[config.mk]
export PLATFORM = sky130hd
export DESIGN_NAME = ocs_off_seq
export DESIGN_NICKNAME = d
export VERILOG_FILES = /design/src/ocs_pkg.sv /design/src/ocs_off_seq.sv
export SDC_FILE = /design/constraint.sdc
export NUM_CORES = 2
export LEC_CHECK = 0
export ABC_AREA = 0
export BUFFER_PORTS_ARGS = -buffer_cell sky130_fd_sc_hd__buf_2
export CORE_UTILIZATION = 55
export CTS_CLUSTER_SIZE = 28
export DETAILED_ROUTE_END_ITERATION = 6
export PLACE_DENSITY = 0.73
export SLEW_MARGIN = 20
export SYNTH_ARGS = -nofsm -noshare
export SYNTH_HDL_FRONTEND = slang
export SYNTH_SLANG_ARGS = --single-unit
[constraint.sdc]
create_clock -name i_sys_clk -period 11.8 [get_ports i_sys_clk]
set_input_delay 2.95 -clock i_sys_clk [delete_from_list [all_inputs] [get_ports i_sys_clk]]
set_output_delay 2.95 -clock i_sys_clk [all_outputs]
set_load 0.02 [all_outputs]
[src/ocs_pkg.sv]
// package: constants, types and helpers for the off-sequence/retry block
package ocs_pkg;
	// timebase: 10 us tick from 25 MHz
	localparam int              CLK_HZ      = 25_000_000;
	localparam int              TICK_US     = 10;
	localparam logic [7:0]      TICK_CYC_M1 = 8'(CLK_HZ / 1_000_000 * TICK_US - 1);
	// ramp step period and clamps
	localparam int              STEP_US     = 100;
	localparam logic [3:0]      STEP_TICKS  = 4'(STEP_US / TICK_US);
	localparam int              MIN_FALL_US = 250;
	localparam logic [13:0]     MIN_STEPS   = 14'((MIN_FALL_US + STEP_US - 1) / STEP_US);
	localparam int              MIN_DLY_US  = 270;
	localparam logic [27:0]     MIN_DLY_TK  = 28'(MIN_DLY_US / TICK_US);
	localparam logic [27:0]     HOLD_RES_MS = 28'h0000010;
	// command codes
	localparam logic [7:0]      CMD_OV_ACT  = 8'h41;
	localparam logic [7:0]      CMD_UV_ACT  = 8'h45;
	localparam logic [7:0]      CMD_VIN_ACT = 8'h56;
	localparam logic [7:0]      CMD_TON_ACT = 8'h63;
	localparam logic [7:0]      CMD_DLY     = 8'h64;
	localparam logic [7:0]      CMD_FALL    = 8'h65;
	localparam logic [7:0]      CMD_WARN    = 8'h66;
	localparam logic [7:0]      CMD_RETRY   = 8'hDB;
	localparam logic [7:0]      CMD_HOLD    = 8'hDC;
	// values after reset
	localparam logic [7:0]      RST_OUT_ACT = 8'hB8;
	localparam logic [7:0]      RST_VIN_ACT = 8'h80;
	localparam logic [15:0]     RST_DLY     = 16'h8000;
	localparam logic [15:0]     RST_FALL    = 16'hD200;
	localparam logic [15:0]     RST_WARN    = 16'hF258;
	localparam logic [15:0]     RST_RETRY   = 16'hFABC;
	localparam logic [15:0]     RST_HOLD    = 16'hFBE8;

	typedef enum logic [2:0] {
		ST_ON      = 3'h0,
		ST_DELAY   = 3'h1,
		ST_RAMP    = 3'h2,
		ST_DECAY   = 3'h3,
		ST_OFF     = 3'h4,
		ST_RETRY   = 3'h5,
		ST_LATCHED = 3'h6
	} ocs_state_type;

	typedef struct packed {
		logic [7:0]  ov_act;
		logic [7:0]  uv_act;
		logic [7:0]  vin_act;
		logic [7:0]  ton_act;
		logic [15:0] dly;
		logic [15:0] fall;
		logic [15:0] warn;
		logic [15:0] retry;
		logic [15:0] hold;
	} ocs_regs_type;

	typedef struct packed {
		ocs_state_type state;
		logic [27:0]   cnt;
		logic [3:0]    sub;
		logic [13:0]   step;
		logic [13:0]   den;
		logic [27:0]   wcnt;
		logic          warn;
		logic [27:0]   hcnt;
		logic          hold;
		logic          start;
		logic          hiz;
		logic          run_s1;
		logic          run_s2;
		logic          run_s3;
		logic          vab_s1;
		logic          vab_s2;
	} ocs_ch_type;

	// linear word (5-bit exponent, 11-bit mantissa) times mult, saturated
	function automatic logic [27:0] lin_cnt(input logic [15:0] w,
		input logic [6:0] mult);
		logic [44:0] p;
		logic [44:0] r;
		p = 45'(w[10] ? 10'h000 : w[9:0]) * 45'(mult);
		if (w[15])
			r = p >> (6'h20 - {1'b0, w[15:11]});
		else
			r = p << w[14:11];
		lin_cnt = (|r[44:28]) ? 28'hFFFFFFF : r[27:0];
	endfunction

	function automatic logic act_shuts(input logic [7:0] a);
		act_shuts = (a[7:6] == 2'h2) || (a[7:6] == 2'h1);
	endfunction

	function automatic logic act_retries(input logic [7:0] a);
		act_retries = (a[5:3] == 3'h7);
	endfunction
endpackage

[src/ocs_off_seq.sv]
// two-channel turn-off sequencer, restart hold and fault retry timing
//
// Functional notes
// - after stop, wait programmed off delay (0..83 s) before falling
// - fault shutdown skips the off delay entirely
// - zero off delay gives about 270 us; tolerance 50 us
// - after delay ramp reference to zero over fall time, then hi-z
// - fall time below 0.25 ms clamps to 0.25 ms (code rounds up to 3 steps, 0.3 ms); max 1.3 s
// - ramp is fall time / 0.1 ms discrete steps
// - discontinuous mode kept; no sinking during fall
// - time output above 12.5% after ramp; warn past limit
// - warn limit zero disables warning; else 120 ms..524 s
// - on run falling edge hold run low for restart time, then start
// - restart time 136 ms..65.52 s in 16 ms steps
// - decay option bit keeps output off until below 12.5%
// - one retry interval for all retrying faults, starts at detection
// - retry interval 120 ms..83.88 s, 10 us resolution
// - retry waits longer of interval and decay; option drops decay
// - input overvoltage action byte per channel, reset 0x80
// - input overvoltage sets other, input, input-ov flags and alert
// - timing settings are two-byte linear words
// - fault actions are single bytes
// - output ov, uv, turn-on-timeout actions per channel, reset 0xB8
// - reset delay 0x8000, fall 0xD200, warn 0xF258
// - retry field 111 restarts after each retry interval
// - action 0x80 shuts down without retry
`timescale 1ns/100ps
`default_nettype none
module ocs_off_seq
(
	// clock and reset
	input  wire logic              i_sys_clk,
	input  wire logic              i_rstn,
	// command register port
	input  wire logic              i_cmd_wr,
	input  wire logic              i_cmd_rd,
	input  wire logic              i_cmd_page,
	input  wire logic [7:0]        i_cmd_code,
	input  wire logic [15:0]       i_cmd_wdata,
	output logic [15:0]            o_cmd_rdata,
	output logic                   o_cmd_rvalid,
	output logic                   o_cmd_unsup,
	// per channel control and pins
	input  wire logic [1:0]        i_run,
	input  wire logic [1:0]        i_op_on,
	input  wire logic [1:0]        i_vout_above,
	input  wire logic [1:0]        i_decay_opt,
	input  wire logic [1:0]        i_fault_ov,
	input  wire logic [1:0]        i_fault_uv,
	input  wire logic [1:0]        i_fault_ton,
	output logic [1:0]             o_run_out,
	output logic [1:0]             o_run_oe,
	output logic [1:0]             o_pwm_hiz,
	output logic [1:0]             o_start,
	output logic [1:0]             o_off_warn,
	output logic [1:0][13:0]       o_ramp_num,
	output logic [1:0][13:0]       o_ramp_den,
	// input overvoltage and status
	input  wire logic              i_vin_ov,
	input  wire logic              i_clear_faults,
	input  wire logic              i_alert_mask,
	output logic                   o_other_fault_flag,
	output logic                   o_input_flag,
	output logic                   o_vin_ov_flag,
	output logic                   o_alert_out,
	output logic                   o_alert_oe
);
	typedef struct packed {
		ocs_pkg::ocs_ch_type   [1:0] ch;
		ocs_pkg::ocs_regs_type [1:0] regs;
		logic [7:0]                  tdiv;
		logic                        tick;
		logic                        vin_s1;
		logic                        vin_s2;
		logic                        vin_s3;
		logic                        other;
		logic                        inp;
		logic                        vinov;
		logic                        alert;
		logic [15:0]                 rdata;
		logic                        rvalid;
		logic                        unsup;
	} ocs_st_type;

	localparam ocs_pkg::ocs_regs_type RST_REGS = '{
		ov_act:  ocs_pkg::RST_OUT_ACT,
		uv_act:  ocs_pkg::RST_OUT_ACT,
		vin_act: ocs_pkg::RST_VIN_ACT,
		ton_act: ocs_pkg::RST_OUT_ACT,
		dly:     ocs_pkg::RST_DLY,
		fall:    ocs_pkg::RST_FALL,
		warn:    ocs_pkg::RST_WARN,
		retry:   ocs_pkg::RST_RETRY,
		hold:    ocs_pkg::RST_HOLD
	};

	ocs_st_type st_ff;
	ocs_st_type nxt_st;

	// next-state logic for timebase, status, registers and both channels
	always_comb
	begin
		ocs_pkg::ocs_ch_type   c;
		ocs_pkg::ocs_regs_type r;
		logic                  vin_evt;
		logic                  on_cmd;
		logic                  shut;
		logic                  rty;
		logic                  vab;
		logic                  run_fall;
		logic [27:0]           t_dly;
		logic [27:0]           t_ms;
		logic [27:0]           t_hold;
		logic [13:0]           steps;
		nxt_st   = st_ff;
		c        = '0;
		r        = '0;
		vin_evt  = 1'b0;
		on_cmd   = 1'b0;
		shut     = 1'b0;
		rty      = 1'b0;
		vab      = 1'b0;
		run_fall = 1'b0;
		t_dly    = '0;
		t_ms     = '0;
		t_hold   = '0;
		steps    = '0;

		// shared 10 us tick for every timer
		nxt_st.tick = 1'b0;
		if (st_ff.tdiv == ocs_pkg::TICK_CYC_M1)
		begin
			nxt_st.tdiv = 8'h00;
			nxt_st.tick = 1'b1;
		end
		else
			nxt_st.tdiv = st_ff.tdiv + 8'h01;

		// input overvoltage pin: sync, then rising edge from stage two
		nxt_st.vin_s1 = i_vin_ov;
		nxt_st.vin_s2 = st_ff.vin_s1;
		nxt_st.vin_s3 = st_ff.vin_s2;
		vin_evt = st_ff.vin_s2 & ~st_ff.vin_s3;

		// sticky flags; a new event wins over a clear in the same cycle
		if (i_clear_faults)
		begin
			nxt_st.other = 1'b0;
			nxt_st.inp   = 1'b0;
			nxt_st.vinov = 1'b0;
		end
		if (vin_evt)
		begin
			nxt_st.other = 1'b1;
			nxt_st.inp   = 1'b1;
			nxt_st.vinov = 1'b1;
		end
		nxt_st.alert = nxt_st.vinov & ~i_alert_mask;

		// command port: byte actions, word timing settings, paged
		nxt_st.rvalid = i_cmd_rd;
		nxt_st.unsup  = 1'b0;
		r = st_ff.regs[i_cmd_page];
		nxt_st.rdata = 16'h0000;
		case (i_cmd_code)
			ocs_pkg::CMD_OV_ACT:  nxt_st.rdata = {8'h00, r.ov_act};
			ocs_pkg::CMD_UV_ACT:  nxt_st.rdata = {8'h00, r.uv_act};
			ocs_pkg::CMD_VIN_ACT: nxt_st.rdata = {8'h00, r.vin_act};
			ocs_pkg::CMD_TON_ACT: nxt_st.rdata = {8'h00, r.ton_act};
			ocs_pkg::CMD_DLY:     nxt_st.rdata = r.dly;
			ocs_pkg::CMD_FALL:    nxt_st.rdata = r.fall;
			ocs_pkg::CMD_WARN:    nxt_st.rdata = r.warn;
			ocs_pkg::CMD_RETRY:   nxt_st.rdata = r.retry;
			ocs_pkg::CMD_HOLD:    nxt_st.rdata = r.hold;
			default:              nxt_st.unsup = i_cmd_rd | i_cmd_wr;
		endcase
		if (i_cmd_wr)
		begin
			case (i_cmd_code)
				ocs_pkg::CMD_OV_ACT:  r.ov_act  = i_cmd_wdata[7:0];
				ocs_pkg::CMD_UV_ACT:  r.uv_act  = i_cmd_wdata[7:0];
				ocs_pkg::CMD_VIN_ACT: r.vin_act = i_cmd_wdata[7:0];
				ocs_pkg::CMD_TON_ACT: r.ton_act = i_cmd_wdata[7:0];
				ocs_pkg::CMD_DLY:     r.dly     = i_cmd_wdata;
				ocs_pkg::CMD_FALL:    r.fall    = i_cmd_wdata;
				ocs_pkg::CMD_WARN:    r.warn    = i_cmd_wdata;
				ocs_pkg::CMD_RETRY:   r.retry   = i_cmd_wdata;
				ocs_pkg::CMD_HOLD:    r.hold    = i_cmd_wdata;
				default:              r = r;
			endcase
			nxt_st.regs[i_cmd_page] = r;
		end

		// per-channel sequencers, each independent
		for (int k = 0; k < 2; k++)
		begin
			c = st_ff.ch[k];
			r = st_ff.regs[k];
			c.start = 1'b0;

			// run and comparator pins through two flops
			c.run_s1 = i_run[k];
			c.run_s2 = st_ff.ch[k].run_s1;
			c.run_s3 = st_ff.ch[k].run_s2;
			c.vab_s1 = i_vout_above[k];
			c.vab_s2 = st_ff.ch[k].vab_s1;
			vab      = st_ff.ch[k].vab_s2;
			run_fall = st_ff.ch[k].run_s3 & ~st_ff.ch[k].run_s2;

			// settings in 10 us ticks or 0.1 ms steps
			t_dly = ocs_pkg::lin_cnt(r.dly, 7'd100);
			if (t_dly < ocs_pkg::MIN_DLY_TK)
				t_dly = ocs_pkg::MIN_DLY_TK;
			steps = 14'(ocs_pkg::lin_cnt(r.fall, 7'd10));
			if (steps < ocs_pkg::MIN_STEPS)
				steps = ocs_pkg::MIN_STEPS;
			// hold rounds down to whole 16 ms increments
			t_ms   = ocs_pkg::lin_cnt(r.hold, 7'd1);
			t_hold = 28'((t_ms / ocs_pkg::HOLD_RES_MS)
				* ocs_pkg::HOLD_RES_MS * 28'd100);

			// restart hold: pull run low, then optionally wait for decay
			if (run_fall && !st_ff.ch[k].hold)
			begin
				c.hold = 1'b1;
				c.hcnt = t_hold;
			end
			else if (st_ff.ch[k].hold && st_ff.tick)
			begin
				if (st_ff.ch[k].hcnt != 28'h0)
					c.hcnt = st_ff.ch[k].hcnt - 28'h1;
				else if (!(i_decay_opt[k] && vab))
					c.hold = 1'b0;
			end
			on_cmd = st_ff.ch[k].run_s2 & i_op_on[k] & ~st_ff.ch[k].hold;

			// fault response from each action byte
			shut = 1'b0;
			rty  = 1'b1;
			if (i_fault_ov[k] && ocs_pkg::act_shuts(r.ov_act))
			begin
				shut = 1'b1;
				rty  = rty & ocs_pkg::act_retries(r.ov_act);
			end
			if (i_fault_uv[k] && ocs_pkg::act_shuts(r.uv_act))
			begin
				shut = 1'b1;
				rty  = rty & ocs_pkg::act_retries(r.uv_act);
			end
			if (i_fault_ton[k] && ocs_pkg::act_shuts(r.ton_act))
			begin
				shut = 1'b1;
				rty  = rty & ocs_pkg::act_retries(r.ton_act);
			end
			if (vin_evt && ocs_pkg::act_shuts(r.vin_act))
			begin
				shut = 1'b1;
				rty  = rty & ocs_pkg::act_retries(r.vin_act);
			end

			case (st_ff.ch[k].state)
				ocs_pkg::ST_ON:
				begin
					c.step = steps;
					c.den  = steps;
					c.hiz  = 1'b0;
					if (!on_cmd)
					begin
						c.state = ocs_pkg::ST_DELAY;
						c.cnt   = t_dly;
					end
				end
				ocs_pkg::ST_DELAY:
					if (st_ff.tick)
					begin
						if (st_ff.ch[k].cnt > 28'h1)
							c.cnt = st_ff.ch[k].cnt - 28'h1;
						else
						begin
							c.state = ocs_pkg::ST_RAMP;
							c.sub   = ocs_pkg::STEP_TICKS;
						end
					end
				ocs_pkg::ST_RAMP:
					// mode is left alone; light loads may lag the ramp
					if (st_ff.tick)
					begin
						if (st_ff.ch[k].sub > 4'h1)
							c.sub = st_ff.ch[k].sub - 4'h1;
						else if (st_ff.ch[k].step > 14'h1)
						begin
							c.step = st_ff.ch[k].step - 14'h1;
							c.sub  = ocs_pkg::STEP_TICKS;
						end
						else
						begin
							c.step  = 14'h0;
							c.hiz   = 1'b1;
							c.state = ocs_pkg::ST_DECAY;
							c.wcnt  = 28'h0;
						end
					end
				ocs_pkg::ST_DECAY:
					if (!vab)
						c.state = ocs_pkg::ST_OFF;
					else if (st_ff.tick)
					begin
						if (st_ff.ch[k].wcnt != 28'hFFFFFFF)
							c.wcnt = st_ff.ch[k].wcnt + 28'h1;
						// a zero limit in any encoding disables
						if (ocs_pkg::lin_cnt(r.warn, 7'd100) != 28'h0
							&& (st_ff.ch[k].wcnt
							>= ocs_pkg::lin_cnt(r.warn, 7'd100)))
							c.warn = 1'b1;
					end
				ocs_pkg::ST_OFF:
					if (on_cmd)
					begin
						c.state = ocs_pkg::ST_ON;
						c.start = 1'b1;
						c.warn  = 1'b0;
					end
				ocs_pkg::ST_RETRY:
					if (st_ff.tick)
					begin
						if (st_ff.ch[k].cnt != 28'h0)
							c.cnt = st_ff.ch[k].cnt - 28'h1;
						else if (i_decay_opt[k] || !vab)
						begin
							c.state = on_cmd ? ocs_pkg::ST_ON : ocs_pkg::ST_OFF;
							c.start = on_cmd;
						end
					end
				ocs_pkg::ST_LATCHED:
					// stays down until commanded off, then may start again
					if (!on_cmd)
						c.state = ocs_pkg::ST_OFF;
				default:
					c.state = ocs_pkg::ST_OFF;
			endcase

			// fault shutdown bypasses the off delay and the ramp
			if (shut && st_ff.ch[k].state != ocs_pkg::ST_LATCHED)
			begin
				c.hiz   = 1'b1;
				c.step  = 14'h0;
				c.state = rty ? ocs_pkg::ST_RETRY : ocs_pkg::ST_LATCHED;
				c.cnt   = ocs_pkg::lin_cnt(r.retry, 7'd100);
				c.start = 1'b0;
			end
			nxt_st.ch[k] = c;
		end
	end

	// single state register
	always_ff @(posedge i_sys_clk or negedge i_rstn)
	begin
		if (!i_rstn)
		begin
			st_ff      <= '0;
			st_ff.regs <= {RST_REGS, RST_REGS};
			// run syncs start at the idle-high level: no false stop
			st_ff.ch[0].run_s1 <= 1'b1;
			st_ff.ch[0].run_s2 <= 1'b1;
			st_ff.ch[0].run_s3 <= 1'b1;
			st_ff.ch[1].run_s1 <= 1'b1;
			st_ff.ch[1].run_s2 <= 1'b1;
			st_ff.ch[1].run_s3 <= 1'b1;
		end
		else
			st_ff <= nxt_st;
	end

	// outputs straight from the state register; o_run_out and o_alert_out tied low
	assign o_cmd_rdata        = st_ff.rdata;
	assign o_cmd_rvalid       = st_ff.rvalid;
	assign o_cmd_unsup        = st_ff.unsup;
	assign o_run_out          = 2'h0;
	assign o_run_oe           = {st_ff.ch[1].hold, st_ff.ch[0].hold};
	assign o_pwm_hiz          = {st_ff.ch[1].hiz, st_ff.ch[0].hiz};
	assign o_start            = {st_ff.ch[1].start, st_ff.ch[0].start};
	assign o_off_warn         = {st_ff.ch[1].warn, st_ff.ch[0].warn};
	assign o_ramp_num         = {st_ff.ch[1].step, st_ff.ch[0].step};
	assign o_ramp_den         = {st_ff.ch[1].den, st_ff.ch[0].den};
	assign o_other_fault_flag = st_ff.other;
	assign o_input_flag       = st_ff.inp;
	assign o_vin_ov_flag      = st_ff.vinov;
	assign o_alert_out        = 1'b0;
	assign o_alert_oe         = st_ff.alert;
endmodule // ocs_off_seq
`default_nettype wire

==> impl_metrics.tcl <==
set metrics [dict create \
    status "finished clean" \
    die_y_um 318.9 \
    hold_violations 0 \
    grtUsageTotal_pct 34.50 \
    vias 52481 \
    worst-r2r-setup-slack_ns 4.89 \
    nFillCells 9057 \
    ios 135 \
    hold_buffers 0 \
    coreArea_mm2 0.09899 \
    cap_violations 0 \
    routabilityCongestion 1.019 \
    slew_violations 0 \
    synth_ff_type "dfrtp_1" \
    comb_power_share_pct 35.8 \
    drc 0 \
    grt_pass1_vias 48769 \
    seq_area_frac_synth_pct 23.48 \
    layout-drive-gt1-share_pct 12.47 \
    clkTransAtPathRegs_ns 0.06 \
    cts_num_sinks 513 \
    dp_hpwl_mm 137.6 \
    swShare_pct 40.15 \
    root_buffer "clkbuf_16" \
    overflow 0 \
    slew_headroom_pct 25.55 \
    synth-edff-count 0 \
    synth_most_common_cell "nor2_1" \
    first_pass_iters 6 \
    syn_area_mm2 0.05522 \
    grt_pass1_wl_mm 282.0 \
    clock_tree.buffer_depth 3 \
    clkPwrFrac_pct 29.5 \
    nets 7087 \
    routedWlPerCell_um 22.82 \
    max_slew.worst_pin.slew_ns 1.115 \
    synthTopCellsByCount "nor2_1 (627), nand2_1 (517), a21oi_1 (421), ha_1 (418), dfrtp_1 (411)" \
    setup_viol 0 \
    clk_latency_ns 0.69 \
    tns_ns 0 \
    worstPathRequired_ns 12.33 \
    vdd_drop_max_mv 0.1196 \
    cts-htree-levels 2 \
    p_per_area_mw_per_mm2 112.5 \
    drt-initial-drc-count 5766 \
    yosys_warnings 0 \
    postCtsSetupRepairBufs 0 \
    critPathCaptureType "flip-flop" \
    yosysTopAreaCell "dfrtp_1" \
    cts_buffers 59 \
    ant_nets 0 \
    area_delta_synth_final_pct 4.810 \
    drt-vias-per-instance 6.641 \
    rows 115 \
    synth_area_leaders "dfrtp_1 (19%), ha_1 (9.5%), mux2_2 (5.3%), dfstp_2 (4.9%), mux2i_1 (4.4%)" \
    clock_skew_ns 0.02228 \
    ys_ff_latch 513 \
    worst-setup-path-type "reg -> reg" \
    crit_arrival_ns 7.44 \
    syn_area_per_cell_um2 8.126 \
    grt_max_degree 175 \
    finish.instance_area_mm2 0.05788 \
    synth_cell_types 101 \
    crit_slowest_cell "dfrtp_1" \
    path_max_fanout 20 \
    leakage_nw 26.68 \
    async_flop_share_pct 100.0 \
    hp-class "reg -> reg" \
    clock.fmax_mhz 144.8 \
    finalCritPeriodShare_pct 58.53 \
    place_area_mm2 0.05587 \
    synth_cells 6796 \
    start_util_pct 55.78 \
    pwr-share-seq_pct 34.7 \
    io_buffers 131 \
    max_stage_delay_ns 0.65 \
    antenna_found_initial 12 \
    startpoint_type "flip-flop" \
    routed_wl_mm 180.3 \
    cts_resized 0 \
    dieArea_mm2 0.1017 \
    synth_top_area_share_pct 18.62 \
    fin_crit_ns 6.907 \
    die_w_um 318.9 \
    power.internal_mw 3.896 \
    cts_tree "done" \
    rsz0062_at_grt "no" \
    p_switching_mw 2.613 \
]
[through the flow]
step | hold slack, ns | std cells | util, % | power, mW | setup WS (ns)
after CTS | 0.3543 | 7897 | 58.45 | 6.500 | 4.952
after global placement | 0.3324 | 7785 | 56.43 | 4.524 | 5.091
final | 0.3513 | 7902 | 58.47 | 6.510 | 4.893
after global routing | 0.3589 | 7897 | 58.45 | 6.858 | 4.293
after floorplan | 0.3312 | 6798 | - | 3.973 | 5.539
after detailed placement | 0.3380 | 7785 | 56.43 | 4.559 | 4.985
[worst max-delay path: cells and delay by family, from the launching register on]
family / cells / cell delay, ns
and+or+nand+nor: 3 / 0.93
buffers and inverters: 3 / 0.17
adders and majority gates: 5 / 1.64
DFF: 1 / 0.65
AOI/OAI and AO/OA: 17 / 3.34
[worst paths after layout]
kind                                  start              to  cells after the start
worst min register to register  nxt_st[258]      st_ff[258]                      0
min in group asynchronous            i_rstn  o_ramp_num[18]                      1
worst max-delay path             st_ff[188]   o_off_warn[1]                     28
max in group asynchronous            i_rstn      st_ff[270]                      3
worst min-delay path            nxt_st[258]      st_ff[258]                      0
worst max register to register   st_ff[188]   o_off_warn[1]                     28
[layout by cell type, fill, tap and decap left out, types with 66 or more instances in the layout]
cell type	netlist	final
a21o_1	71	71
nand2_1	517	517
nand2b_1	117	117
o211ai_1	66	66
a211oi_1	106	106
a31oi_1	89	88
xor2_1	118	118
o21ai_0	402	401
a21oi_1	421	421
dfrtp_1	411	409
or3_1	78	78
mux2_2	262	262
nor2_1	627	626
ha_1	418	418
nor2b_1	122	121
nor3_1	212	210
xnor2_1	129	128
mux2i_1	243	243
buf_2	5	129
inv_1	401	401
o22ai_1	102	102
dfstp_2	102	102
nand3_1	169	169
[registers in the layout, summed over array words and instances (netlist names), 2 cells and up]
| register | flops |
|---|---|
| nxt_st | 8 |
| o_cmd_rdata | 16 |
| o_off_warn | 2 |
| o_pwm_hiz | 2 |
| o_ramp_den | 28 |
| o_ramp_num | 28 |
| o_run_oe | 2 |
| o_start | 2 |
| st_ff | 420 |
[cell families (layout without fill, tap and decap cells)]
family / count (synthesis) / count (layout) / synth area share [%]
buffers and inverters: 912 / 724 / 6.781
multiplexers: 555 / 555 / 11.79
flip-flops: 513 / 513 / 23.48
adder cells (fa/ha/maj): 482 / 482 / 11.79
other: 1 / 8 / 0.006791
AND/OR/NAND/NOR: 2193 / 2193 / 19.19
XOR/XNOR: 247 / 247 / 3.917
AO/OA/AOI/OAI: 1893 / 1893 / 23.04
[power by group through the flow]
stage / logic [mW] / registers (mW) / clock network (mW)
floorplan: 1.81 / 2.17 / 0
global placement: 2.26 / 2.27 / 0
detailed placement: 2.28 / 2.27 / 0
CTS: 2.29 / 2.25 / 1.96
global route: 2.55 / 2.29 / 2.02
finish: 2.33 / 2.26 / 1.92
[per-layer routing]
layer / track usage [%] / vias to the layer above / share of wire (%)
li1: - / 24366 / -
met1: 48.37 / 25435 / 44
met2: 51.79 / 2235 / 43
met3: 6.223 / 431 / 8.1
met4: 15.01 / 14 / 4.8
met5: 0 / - / 0.052
[cell type report]
type | count | area (um2) | area share, %
clock buffer | 70 | 1589 | 2.745
multi-input combinational | 5373 | 38550 | 66.60
clock inverter | 42 | 411.6 | 0.7112
inverter | 418 | 1569 | 2.711
sequential | 513 | 12970 | 22.40
antenna | 5 | 12.51 | 0.02162
timing repair buffer | 194 | 1170 | 2.021
tap | 1287 | 1610 | 2.782
(Power assumes the default switching activity.)
